[config.mk]
export PLATFORM = sky130hd
export DESIGN_NAME = windowed_watchdog_timer
export DESIGN_NICKNAME = d
export VERILOG_FILES = /design/src/pkg/wdt_pkg.sv /design/src/verilog/wdt_sync.sv /design/src/verilog/windowed_watchdog_timer.sv
export SDC_FILE = /design/constraint.sdc
export NUM_CORES = 1
export LEC_CHECK = 0
export BUFFER_PORTS_ARGS = -buffer_cell sky130_fd_sc_hd__buf_2
export CAP_MARGIN = 20
export CORE_MARGIN = 2
export CORE_UTILIZATION = 50
export CTS_BUF_LIST = sky130_fd_sc_hd__clkbuf_2
export CTS_CLUSTER_DIAMETER = 80
export DETAILED_ROUTE_END_ITERATION = 10
export PLACE_DENSITY_LB_ADDON = 0.25
export SLEW_MARGIN = 20
export SYNTH_ARGS = -nofsm -noshare
export SYNTH_HDL_FRONTEND = slang
export SYNTH_SLANG_ARGS = --single-unit
[constraint.sdc]
create_clock -name i_clk_sys -period 3.7 [get_ports i_clk_sys]
set_input_delay 0.74 -clock i_clk_sys [delete_from_list [all_inputs] [get_ports i_clk_sys]]
set_output_delay 0.74 -clock i_clk_sys [all_outputs]
set_load 0.01 [all_outputs]
[src/pkg/wdt_pkg.sv]
package wdt_pkg;
  // register map (byte addresses, low eight address bits decoded)
  localparam logic [7:0] ADDR_OPTION  = 8'hC0;
  localparam logic [7:0] ADDR_SERVICE = 8'hC4;
  localparam logic [7:0] ADDR_STATUS  = 8'hC8;
  localparam logic [7:0] ADDR_MASK    = 8'hCC;
  localparam logic [7:0] ADDR_COUNT   = 8'hD0;

  // option byte field positions
  localparam int OPT_STANDBY_BIT = 0;
  localparam int OPT_OVF_LSB     = 1;
  localparam int OPT_ENABLE_BIT  = 4;
  localparam int OPT_WIN_LSB     = 5;

  // window selection codes
  localparam logic [1:0] WIN_50  = 2'h1;
  localparam logic [1:0] WIN_75  = 2'h2;
  localparam logic [1:0] WIN_100 = 2'h3;

  localparam logic [7:0] SERVICE_KEY = 8'hAC;
  localparam int         CNT_W       = 17;
  localparam logic [16:0] CNT_ONE    = 17'h00001;

  // overflow exponent of the low-speed clock, indexed by the selection field
  localparam logic [4:0] OVF_SHIFT [8] = '{5'h06, 5'h07, 5'h08, 5'h09, 5'h0B, 5'h0D, 5'h0E, 5'h10};

  // status / mask bit positions
  localparam int STAT_W      = 3;
  localparam int ST_INTERVAL = 0;
  localparam int ST_OVERFLOW = 1;
  localparam int ST_SERVICE  = 2;
  localparam logic [2:0] STAT_RESET = 3'h0;
  localparam logic [2:0] MASK_RESET = 3'h0;

  // edges after reset release before the synchronised option byte is valid
  localparam logic [1:0] LOAD_DELAY = 2'h2;

  localparam logic [2:0] HSIZE_WORD = 3'h2;
  localparam logic [7:0] OPT_RESET  = 8'h00;

  typedef struct packed {
    logic [2:0] ovf_sel;
    logic [1:0] win_sel;
    logic       enable;
    logic       standby_run;
  } cfg_s;

  localparam cfg_s CFG_RESET = '{ovf_sel: 3'h0, win_sel: 2'h0, enable: 1'b0, standby_run: 1'b0};
endpackage

[src/verilog/wdt_sync.sv]
`timescale 1ns/10ps
module wdt_sync #(
  parameter int W = 1
) (
  input  wire logic         i_clk_sys,
  input  wire logic         i_srst,
  input  wire logic [W-1:0] i_async,
  output logic      [W-1:0] o_sync
);
  logic [W-1:0] meta_reg;

  // first stage feeds only the second
  always_ff @(posedge i_clk_sys) begin
    if (i_srst) begin
      meta_reg <= '0;
      o_sync   <= '0;
    end else begin
      meta_reg <= i_async;
      o_sync   <= meta_reg;
    end
  end
endmodule

[src/verilog/windowed_watchdog_timer.sv]
// Chosen here: register access over AHB-Lite.
`timescale 1ns/10ps
module windowed_watchdog_timer (
  input  wire logic        i_clk_sys,
  input  wire logic        i_srst,
  input  wire logic        i_hsel,
  input  wire logic [31:0] i_haddr,
  input  wire logic [1:0]  i_htrans,
  input  wire logic        i_hwrite,
  input  wire logic [2:0]  i_hsize,
  input  wire logic [31:0] i_hwdata,
  input  wire logic        i_hready,
  output logic      [31:0] o_hrdata,
  output logic             o_hreadyout,
  output logic             o_hresp,
  input  wire logic [7:0]  i_option_byte,
  input  wire logic        i_low_speed_osc_clock,
  input  wire logic        i_standby,
  output logic             o_wdt_reset,
  output logic             o_irq
);
  logic [7:0]              opt_sync;
  logic [1:0]              pin_sync;
  logic                    osc_prev_reg;
  logic [1:0]              load_cnt_reg;
  logic                    loaded_reg;
  logic [7:0]              opt_reg;
  wdt_pkg::cfg_s           cfg;
  logic                    wr_pend_reg;
  logic [7:0]              wr_addr_reg;
  logic [2:0]              wr_size_reg;
  logic [wdt_pkg::CNT_W-1:0] cnt_reg;
  logic [wdt_pkg::CNT_W-1:0] period;
  logic [wdt_pkg::CNT_W-1:0] ovf_max;
  logic [wdt_pkg::CNT_W-1:0] open_start;
  logic [wdt_pkg::CNT_W-1:0] three_q;
  logic [wdt_pkg::STAT_W-1:0] stat_reg;
  logic [wdt_pkg::STAT_W-1:0] stat_next;
  logic [wdt_pkg::STAT_W-1:0] mask_reg;
  logic [31:0]             rdata_next;
  logic                    osc_rise;
  logic                    osc_fall;
  logic                    run;
  logic                    win_open;
  logic                    addr_valid;
  logic                    svc_write;
  logic                    svc_ok;
  logic                    svc_bad;
  logic                    ovf_evt;
  logic                    interval_evt;

  wdt_sync #(.W(8)) opt_sync_u (
    .i_clk_sys (i_clk_sys),
    .i_srst    (i_srst),
    .i_async   (i_option_byte),
    .o_sync    (opt_sync)
  );

  wdt_sync #(.W(2)) pin_sync_u (
    .i_clk_sys (i_clk_sys),
    .i_srst    (i_srst),
    .i_async   ({i_standby, i_low_speed_osc_clock}),
    .o_sync    (pin_sync)
  );

  assign osc_rise = pin_sync[0] & ~osc_prev_reg;
  assign osc_fall = ~pin_sync[0] & osc_prev_reg;

  always_ff @(posedge i_clk_sys) begin
    if (i_srst) begin
      osc_prev_reg <= 1'b0;
    end else begin
      osc_prev_reg <= pin_sync[0];
    end
  end

  // capture waits out the synchroniser so a stale zero is never latched
  always_ff @(posedge i_clk_sys) begin
    if (i_srst) begin
      load_cnt_reg <= 2'h0;
      loaded_reg   <= 1'b0;
      opt_reg      <= wdt_pkg::OPT_RESET;
    end else if (!loaded_reg) begin
      if (load_cnt_reg == wdt_pkg::LOAD_DELAY) begin
        loaded_reg <= 1'b1;
        opt_reg    <= opt_sync;
      end else begin
        load_cnt_reg <= load_cnt_reg + 2'h1;
      end
    end
  end

  // one process drives the whole struct, so it has a single driver
  always_comb begin
    cfg.ovf_sel     = opt_reg[wdt_pkg::OPT_OVF_LSB +: 3];
    cfg.win_sel     = opt_reg[wdt_pkg::OPT_WIN_LSB +: 2];
    cfg.enable      = opt_reg[wdt_pkg::OPT_ENABLE_BIT];
    cfg.standby_run = opt_reg[wdt_pkg::OPT_STANDBY_BIT];
  end

  assign period  = wdt_pkg::CNT_ONE << wdt_pkg::OVF_SHIFT[cfg.ovf_sel];
  assign ovf_max = period - wdt_pkg::CNT_ONE;
  assign three_q = period - (period >> 2);

  always_comb begin
    open_start = '0;
    if (cfg.standby_run) begin
      unique case (cfg.win_sel)
        wdt_pkg::WIN_75:  open_start = period >> 2;
        wdt_pkg::WIN_100: open_start = '0;
        default:          open_start = period >> 1;
      endcase
    end
  end

  assign win_open = cnt_reg >= open_start;
  assign run      = loaded_reg & cfg.enable & (cfg.standby_run | ~pin_sync[1]);

  // zero-wait slave: address phase captured, write data used one cycle later
  assign addr_valid  = i_hsel & i_hready & i_htrans[1];
  assign o_hreadyout = 1'b1;
  assign o_hresp     = 1'b0;

  always_ff @(posedge i_clk_sys) begin
    if (i_srst) begin
      wr_pend_reg <= 1'b0;
      wr_addr_reg <= 8'h00;
      wr_size_reg <= 3'h0;
    end else begin
      wr_pend_reg <= addr_valid & i_hwrite;
      wr_addr_reg <= i_haddr[7:0];
      wr_size_reg <= i_hsize;
    end
  end

  assign svc_write = wr_pend_reg & (wr_addr_reg == wdt_pkg::ADDR_SERVICE) & loaded_reg & cfg.enable;
  assign svc_ok    = svc_write & win_open & (wr_size_reg == wdt_pkg::HSIZE_WORD)
                     & (i_hwdata[7:0] == wdt_pkg::SERVICE_KEY);
  assign svc_bad   = svc_write & ~svc_ok;
  assign ovf_evt   = run & osc_rise & (cnt_reg == ovf_max);
  // half a slow tick past the three-quarter count lands on the falling edge
  assign interval_evt = run & osc_fall & (cnt_reg == three_q);

  always_ff @(posedge i_clk_sys) begin
    if (i_srst || !cfg.enable) begin
      cnt_reg <= '0;
    end else if (svc_write || ovf_evt) begin
      cnt_reg <= '0;
    end else if (run && osc_rise) begin
      cnt_reg <= cnt_reg + wdt_pkg::CNT_ONE;
    end
  end

  always_ff @(posedge i_clk_sys) begin
    if (i_srst) begin
      o_wdt_reset <= 1'b0;
    end else begin
      o_wdt_reset <= ovf_evt | svc_bad;
    end
  end

  // read clears status; a same-cycle event still lands
  always_comb begin
    stat_next = stat_reg;
    if (addr_valid && !i_hwrite && i_haddr[7:0] == wdt_pkg::ADDR_STATUS) begin
      stat_next = '0;
    end
    stat_next[wdt_pkg::ST_INTERVAL] = stat_next[wdt_pkg::ST_INTERVAL] | interval_evt;
    stat_next[wdt_pkg::ST_OVERFLOW] = stat_next[wdt_pkg::ST_OVERFLOW] | ovf_evt;
    stat_next[wdt_pkg::ST_SERVICE]  = stat_next[wdt_pkg::ST_SERVICE] | svc_bad;
  end

  always_ff @(posedge i_clk_sys) begin
    if (i_srst) begin
      stat_reg <= wdt_pkg::STAT_RESET;
    end else begin
      stat_reg <= stat_next;
    end
  end

  always_ff @(posedge i_clk_sys) begin
    if (i_srst) begin
      mask_reg <= wdt_pkg::MASK_RESET;
    end else if (wr_pend_reg && wr_addr_reg == wdt_pkg::ADDR_MASK) begin
      mask_reg <= i_hwdata[wdt_pkg::STAT_W-1:0];
    end
  end

  always_ff @(posedge i_clk_sys) begin
    if (i_srst) begin
      o_irq <= 1'b0;
    end else begin
      o_irq <= |(stat_next & mask_reg);
    end
  end

  always_comb begin
    rdata_next = 32'h00000000;
    unique case (i_haddr[7:0])
      wdt_pkg::ADDR_OPTION: rdata_next[7:0] = opt_reg;
      wdt_pkg::ADDR_STATUS: rdata_next[wdt_pkg::STAT_W-1:0] = stat_reg;
      wdt_pkg::ADDR_MASK:   rdata_next[wdt_pkg::STAT_W-1:0] = mask_reg;
      wdt_pkg::ADDR_COUNT:  rdata_next[wdt_pkg::CNT_W-1:0] = cnt_reg;
      default:              rdata_next = 32'h00000000;
    endcase
  end

  always_ff @(posedge i_clk_sys) begin
    if (i_srst) begin
      o_hrdata <= 32'h00000000;
    end else if (addr_valid && !i_hwrite) begin
      o_hrdata <= rdata_next;
    end
  end

  ovf_period_a: assert property (@(posedge i_clk_sys) disable iff (i_srst)
    loaded_reg && cfg.ovf_sel == 3'h4 |-> ovf_max == 17'h007FF)
    else $error("overflow period wrong for selection four");

  win_quarter_a: assert property (@(posedge i_clk_sys) disable iff (i_srst)
    loaded_reg && cfg.standby_run && cfg.win_sel == wdt_pkg::WIN_75 |-> open_start == (period >> 2))
    else $error("75 percent window opens at wrong count");

  disabled_hold_a: assert property (@(posedge i_clk_sys) disable iff (i_srst)
    loaded_reg && !cfg.enable |=> cnt_reg == '0 && !o_wdt_reset)
    else $error("disabled watchdog moved");

  standby_stop_a: assert property (@(posedge i_clk_sys) disable iff (i_srst)
    loaded_reg && cfg.enable && !cfg.standby_run && pin_sync[1] && !svc_write |=> $stable(cnt_reg))
    else $error("counter ran in standby");

  window_full_a: assert property (@(posedge i_clk_sys) disable iff (i_srst)
    loaded_reg && !cfg.standby_run |-> win_open)
    else $error("window not full with standby bit clear");

  good_service_a: assert property (@(posedge i_clk_sys) disable iff (i_srst)
    svc_ok |=> cnt_reg == '0 && !o_wdt_reset)
    else $error("good service did not restart counter");

  bad_service_a: assert property (@(posedge i_clk_sys) disable iff (i_srst)
    svc_write && !win_open |=> o_wdt_reset && stat_reg[wdt_pkg::ST_SERVICE])
    else $error("closed window write not punished");

  overflow_reset_a: assert property (@(posedge i_clk_sys) disable iff (i_srst)
    run && osc_rise && cnt_reg == ovf_max |=> o_wdt_reset && cnt_reg == '0)
    else $error("overflow did not reset");

  interval_flag_a: assert property (@(posedge i_clk_sys) disable iff (i_srst)
    run && osc_fall && cnt_reg == three_q |=> stat_reg[wdt_pkg::ST_INTERVAL])
    else $error("interval flag missed");

  cfg_frozen_a: assert property (@(posedge i_clk_sys) disable iff (i_srst)
    loaded_reg |=> loaded_reg && $stable(opt_reg))
    else $error("configuration changed at run time");
endmodule

==> impl_summary.md <==
Power and ir drop
The switching power of the nets is ~0.54 mW. The switching fraction of total power is 0.297. The internal portion of the total power is 1.27 mW.

The total leakage power is 2.56 nW. The clock network fraction of total power is 0.286. The worst-case IR drop observed on VDD is 0.246 mV. The part of the power in registers is 0.542.

The power density normalized to cell area is between 300 and 400 mW/mm2. The post-layout total power is 1.81 mW. The combinational share of power is 0.172.

Timing
Timing would allow up to around 0.28 GHz. The worst pin sits at a relative slew slack of 0.438. The worst-case hold slack is 405 ps. The total setup violations reported at the end of the flow is 0. The number of pins exceeding their max-slew limit in the final report came to 0. At the pin with the least slew margin, the transition time is 841 ps. The hold violation total from the final report came to 0. The time the final worst path needs with I/O delays and setup is 3580 ps. Between clock sinks in the finished design, the worst skew comes to 33.9 ps. Of the available clock period, the critical path in the final layout requires 0.968.

Clock network
Clock-pin slew was measured on the worst setup and hold paths at between 200 and 300 ps. The number of sinks on the clock net is 86. The deepest clock path buffer count is 2.

The total clock buffers created by CTS is 9. The H-tree was split into 3 levels. The later pin in the worst-skew pair is clocked with a latency of 530 ps. TritonCTS built the clock tree. The root buffer cell chosen for the clock tree is clkbuf_2. The quantity of hold-fixing buffers added after cts is 0.

Setup path
Data on the critical path is required at its endpoint by 4160 ps. The startpoint class of the critical path is a register. Of all nets on the critical path, the largest fanout is 7. At the worst endpoint, the arrival time is 4050 ps. Setup slack on the worst reg-to-reg path comes out at between 100 and 150 ps. The kind of end point of the critical path is a register. The worst setup path is of the register to register kind.

Floorplan
The starting density of the core is 0.511. The vertical die dimension is approximately 110 um. The row count is 37. The die is 106 um wide.

The placeable core region is 0.0102 mm2. The die covers 0.0113 mm2. In this run the count of I/O pins placed on the die edge is 120.

Routing
Summed over all layers, the routed wires come to approximately 13,000 um. After detailed routing, the number of remaining DRC violations is 0. The number of DRC violations after detailed-routing iteration 0 is 374. The vias per cell is 5.56. The remaining antenna violation count is 0. After detailed routing, the average wire length per cell comes to 15.5 um. The first TritonRoute pass finished after 5 iterations. Summing over every cut layer, the via total after detailed routing is around 4,700.

Status
The run finished with clean final reports.

Place
The count of input and output buffers is 53. In this run the cell area measured after placement is a little under 0.006 mm2. The congestion estimate from routability-driven global placement came to 0.917.

The half-perimeter wire length after detailed placement is just under 10,000 um.

Synth
The sequential element share of the synthesized area is 0.329. After technology mapping, the gate count stands at 641. After synthesis the cells add up to 0.00523 mm2. The count of different cell masters after synthesis is 67. The Yosys step of the flow raised 0 warnings. The most used flip-flop cell after synthesis is dfxtp_1. The flip-flop and latch count after synthesis is 86. In this run, synthesis inferred 0 flip-flops with an integrated enable. Dividing the synthesized area by the synthesized cell count gives 8.16 um2. In the synthesized netlist the async set-or-reset flop fraction comes to 0.

Global route
The global routing usage summed across all routing layers is 0.235. The global-route met2 utilization is 0.405. The overall overflow remaining after global route is 0.

The number of global-route vias before repair is around 4,400. For met1 alone, demand over resource in global routing was 0.310. After global routing, the most crowded layer is met2. The first-pass GRT wire length is 21,300 um.

In the global route stage, met3 resource usage came out at 0.0276. The maximum number of pins on one net before global-route repair is 71. The initial antenna violation count is 0.

Layout
In the final layout, the share of cells above drive strength 1 is 0.206. The finished cells cover around 0.006 mm2. The library cells used most frequently in the layout, excluding fill and tap cells, are dfxtp_1, nor2_1, buf_2. The layout overhead on the synthesized area is 14.8%.

For this run, the post-layout net count is approximately 830. 0 antenna diodes ended up in the layout. The most common library cell in the layout ignoring fill and taps is dfxtp_1.

Run
The count of maximum capacitance violations is 0.

Worst hold path
The class of the worst hold path is input pin to register.
-- path summary, 6_finish.rpt --
path	start	cells after the start	endpoint
setup reg to reg	opt_reg[1]$_SDFFE_PP0P_	14	o_irq$_SDFF_PP0_
hold reg to reg	opt_sync_u.meta_reg[3]$_SDFF_PP0_	1	opt_sync_u.o_sync[3]$_SDFF_PP0_
hold / removal	i_standby	2	pin_sync_u.meta_reg[1]$_SDFF_PP0_
setup / recovery	opt_reg[1]$_SDFFE_PP0P_	14	o_irq$_SDFF_PP0_
-- metrics by stage --
stage	setup TNS, ps	worst slack [ps]	cells	util
after floorplan	0	352	656	-
after global placement	0	56.9	836	0.566
after detailed placement	0	7.69	836	0.566
after CTS	0	0.201	852	0.579
after global routing	-137	-96.0	853	0.587
final	0	118	853	0.587
-- routing by layer --
metal  wire length [um]  vias to the layer above
met2               6320                      143
li1                   -                     2362
met4                233                        0
met1               5960                     2223
met5                  0                        -
met3                681                       18
-- critical path, stage by stage (launching register included) --
cell,delay [ps]
dfxtp_2,390
ha_1,310
or4b_4,540
buf_6,160
nand2b_1,210
ha_1,250
a21oi_2,170
buf_4,140
a211oi_1,60
a211o_1,280
mux2i_1,200
a31oi_1,80
o31ai_2,250
nand4_1,280
o22ai_2,220
-- cell type report --
class,count,area [um2]
Inverter,26,97.6
Fill cell,962,4230
Sequential cell,86,1720
Multi-Input combinational cell,485,3230
Tap cell,136,170
Timing Repair Buffer,104,652
Clock buffer,9,45.0
Clock inverter,7,81.3
-- cells in the mapped netlist (19+ instances only) --
library cell,n,area [um2]
dfxtp_1,86,1720
nor2_1,77,289
nand2_1,48,180
nor2b_1,41,257
clkbuf_1,32,120
ha_1,32,400
mux2i_1,27,270
a21oi_1,25,125
inv_1,25,93.8
o22ai_1,21,131
xor2_1,20,175
buf_4,19,143
-- power groups by stage --
stage | registers (mW) | clock network (mW) | logic (mW)
after global routing | 0.983 | 0.566 | 0.344
after floorplan | 0.991 | 0 | 0.229
after detailed placement | 0.996 | 0 | 0.295
after CTS | 0.979 | 0.534 | 0.297
after global placement | 0.995 | 0 | 0.288
final | 0.978 | 0.516 | 0.311
-- repair_timing --
item                                    CTS  global route
gates resized for setup                   1            19
pin swaps                                 3             5
cloned                                    0             0
buffers inserted                          0             1
endpoints found under the setup margin    1             4
-- cells by family after synthesis --
family / Yosys count / share of synthesized area
AOI/OAI and AO/OA: 112 / 0.144
xor gates and xnor gates: 36 / 0.0603
adders and majority gates: 32 / 0.0766
buffers and inverters: 85 / 0.0763
DFF: 86 / 0.329
muxes: 27 / 0.0517
other: 2 / 0.00144
and+or+nand+nor: 261 / 0.261
Power figures use the tool's default switching activity.
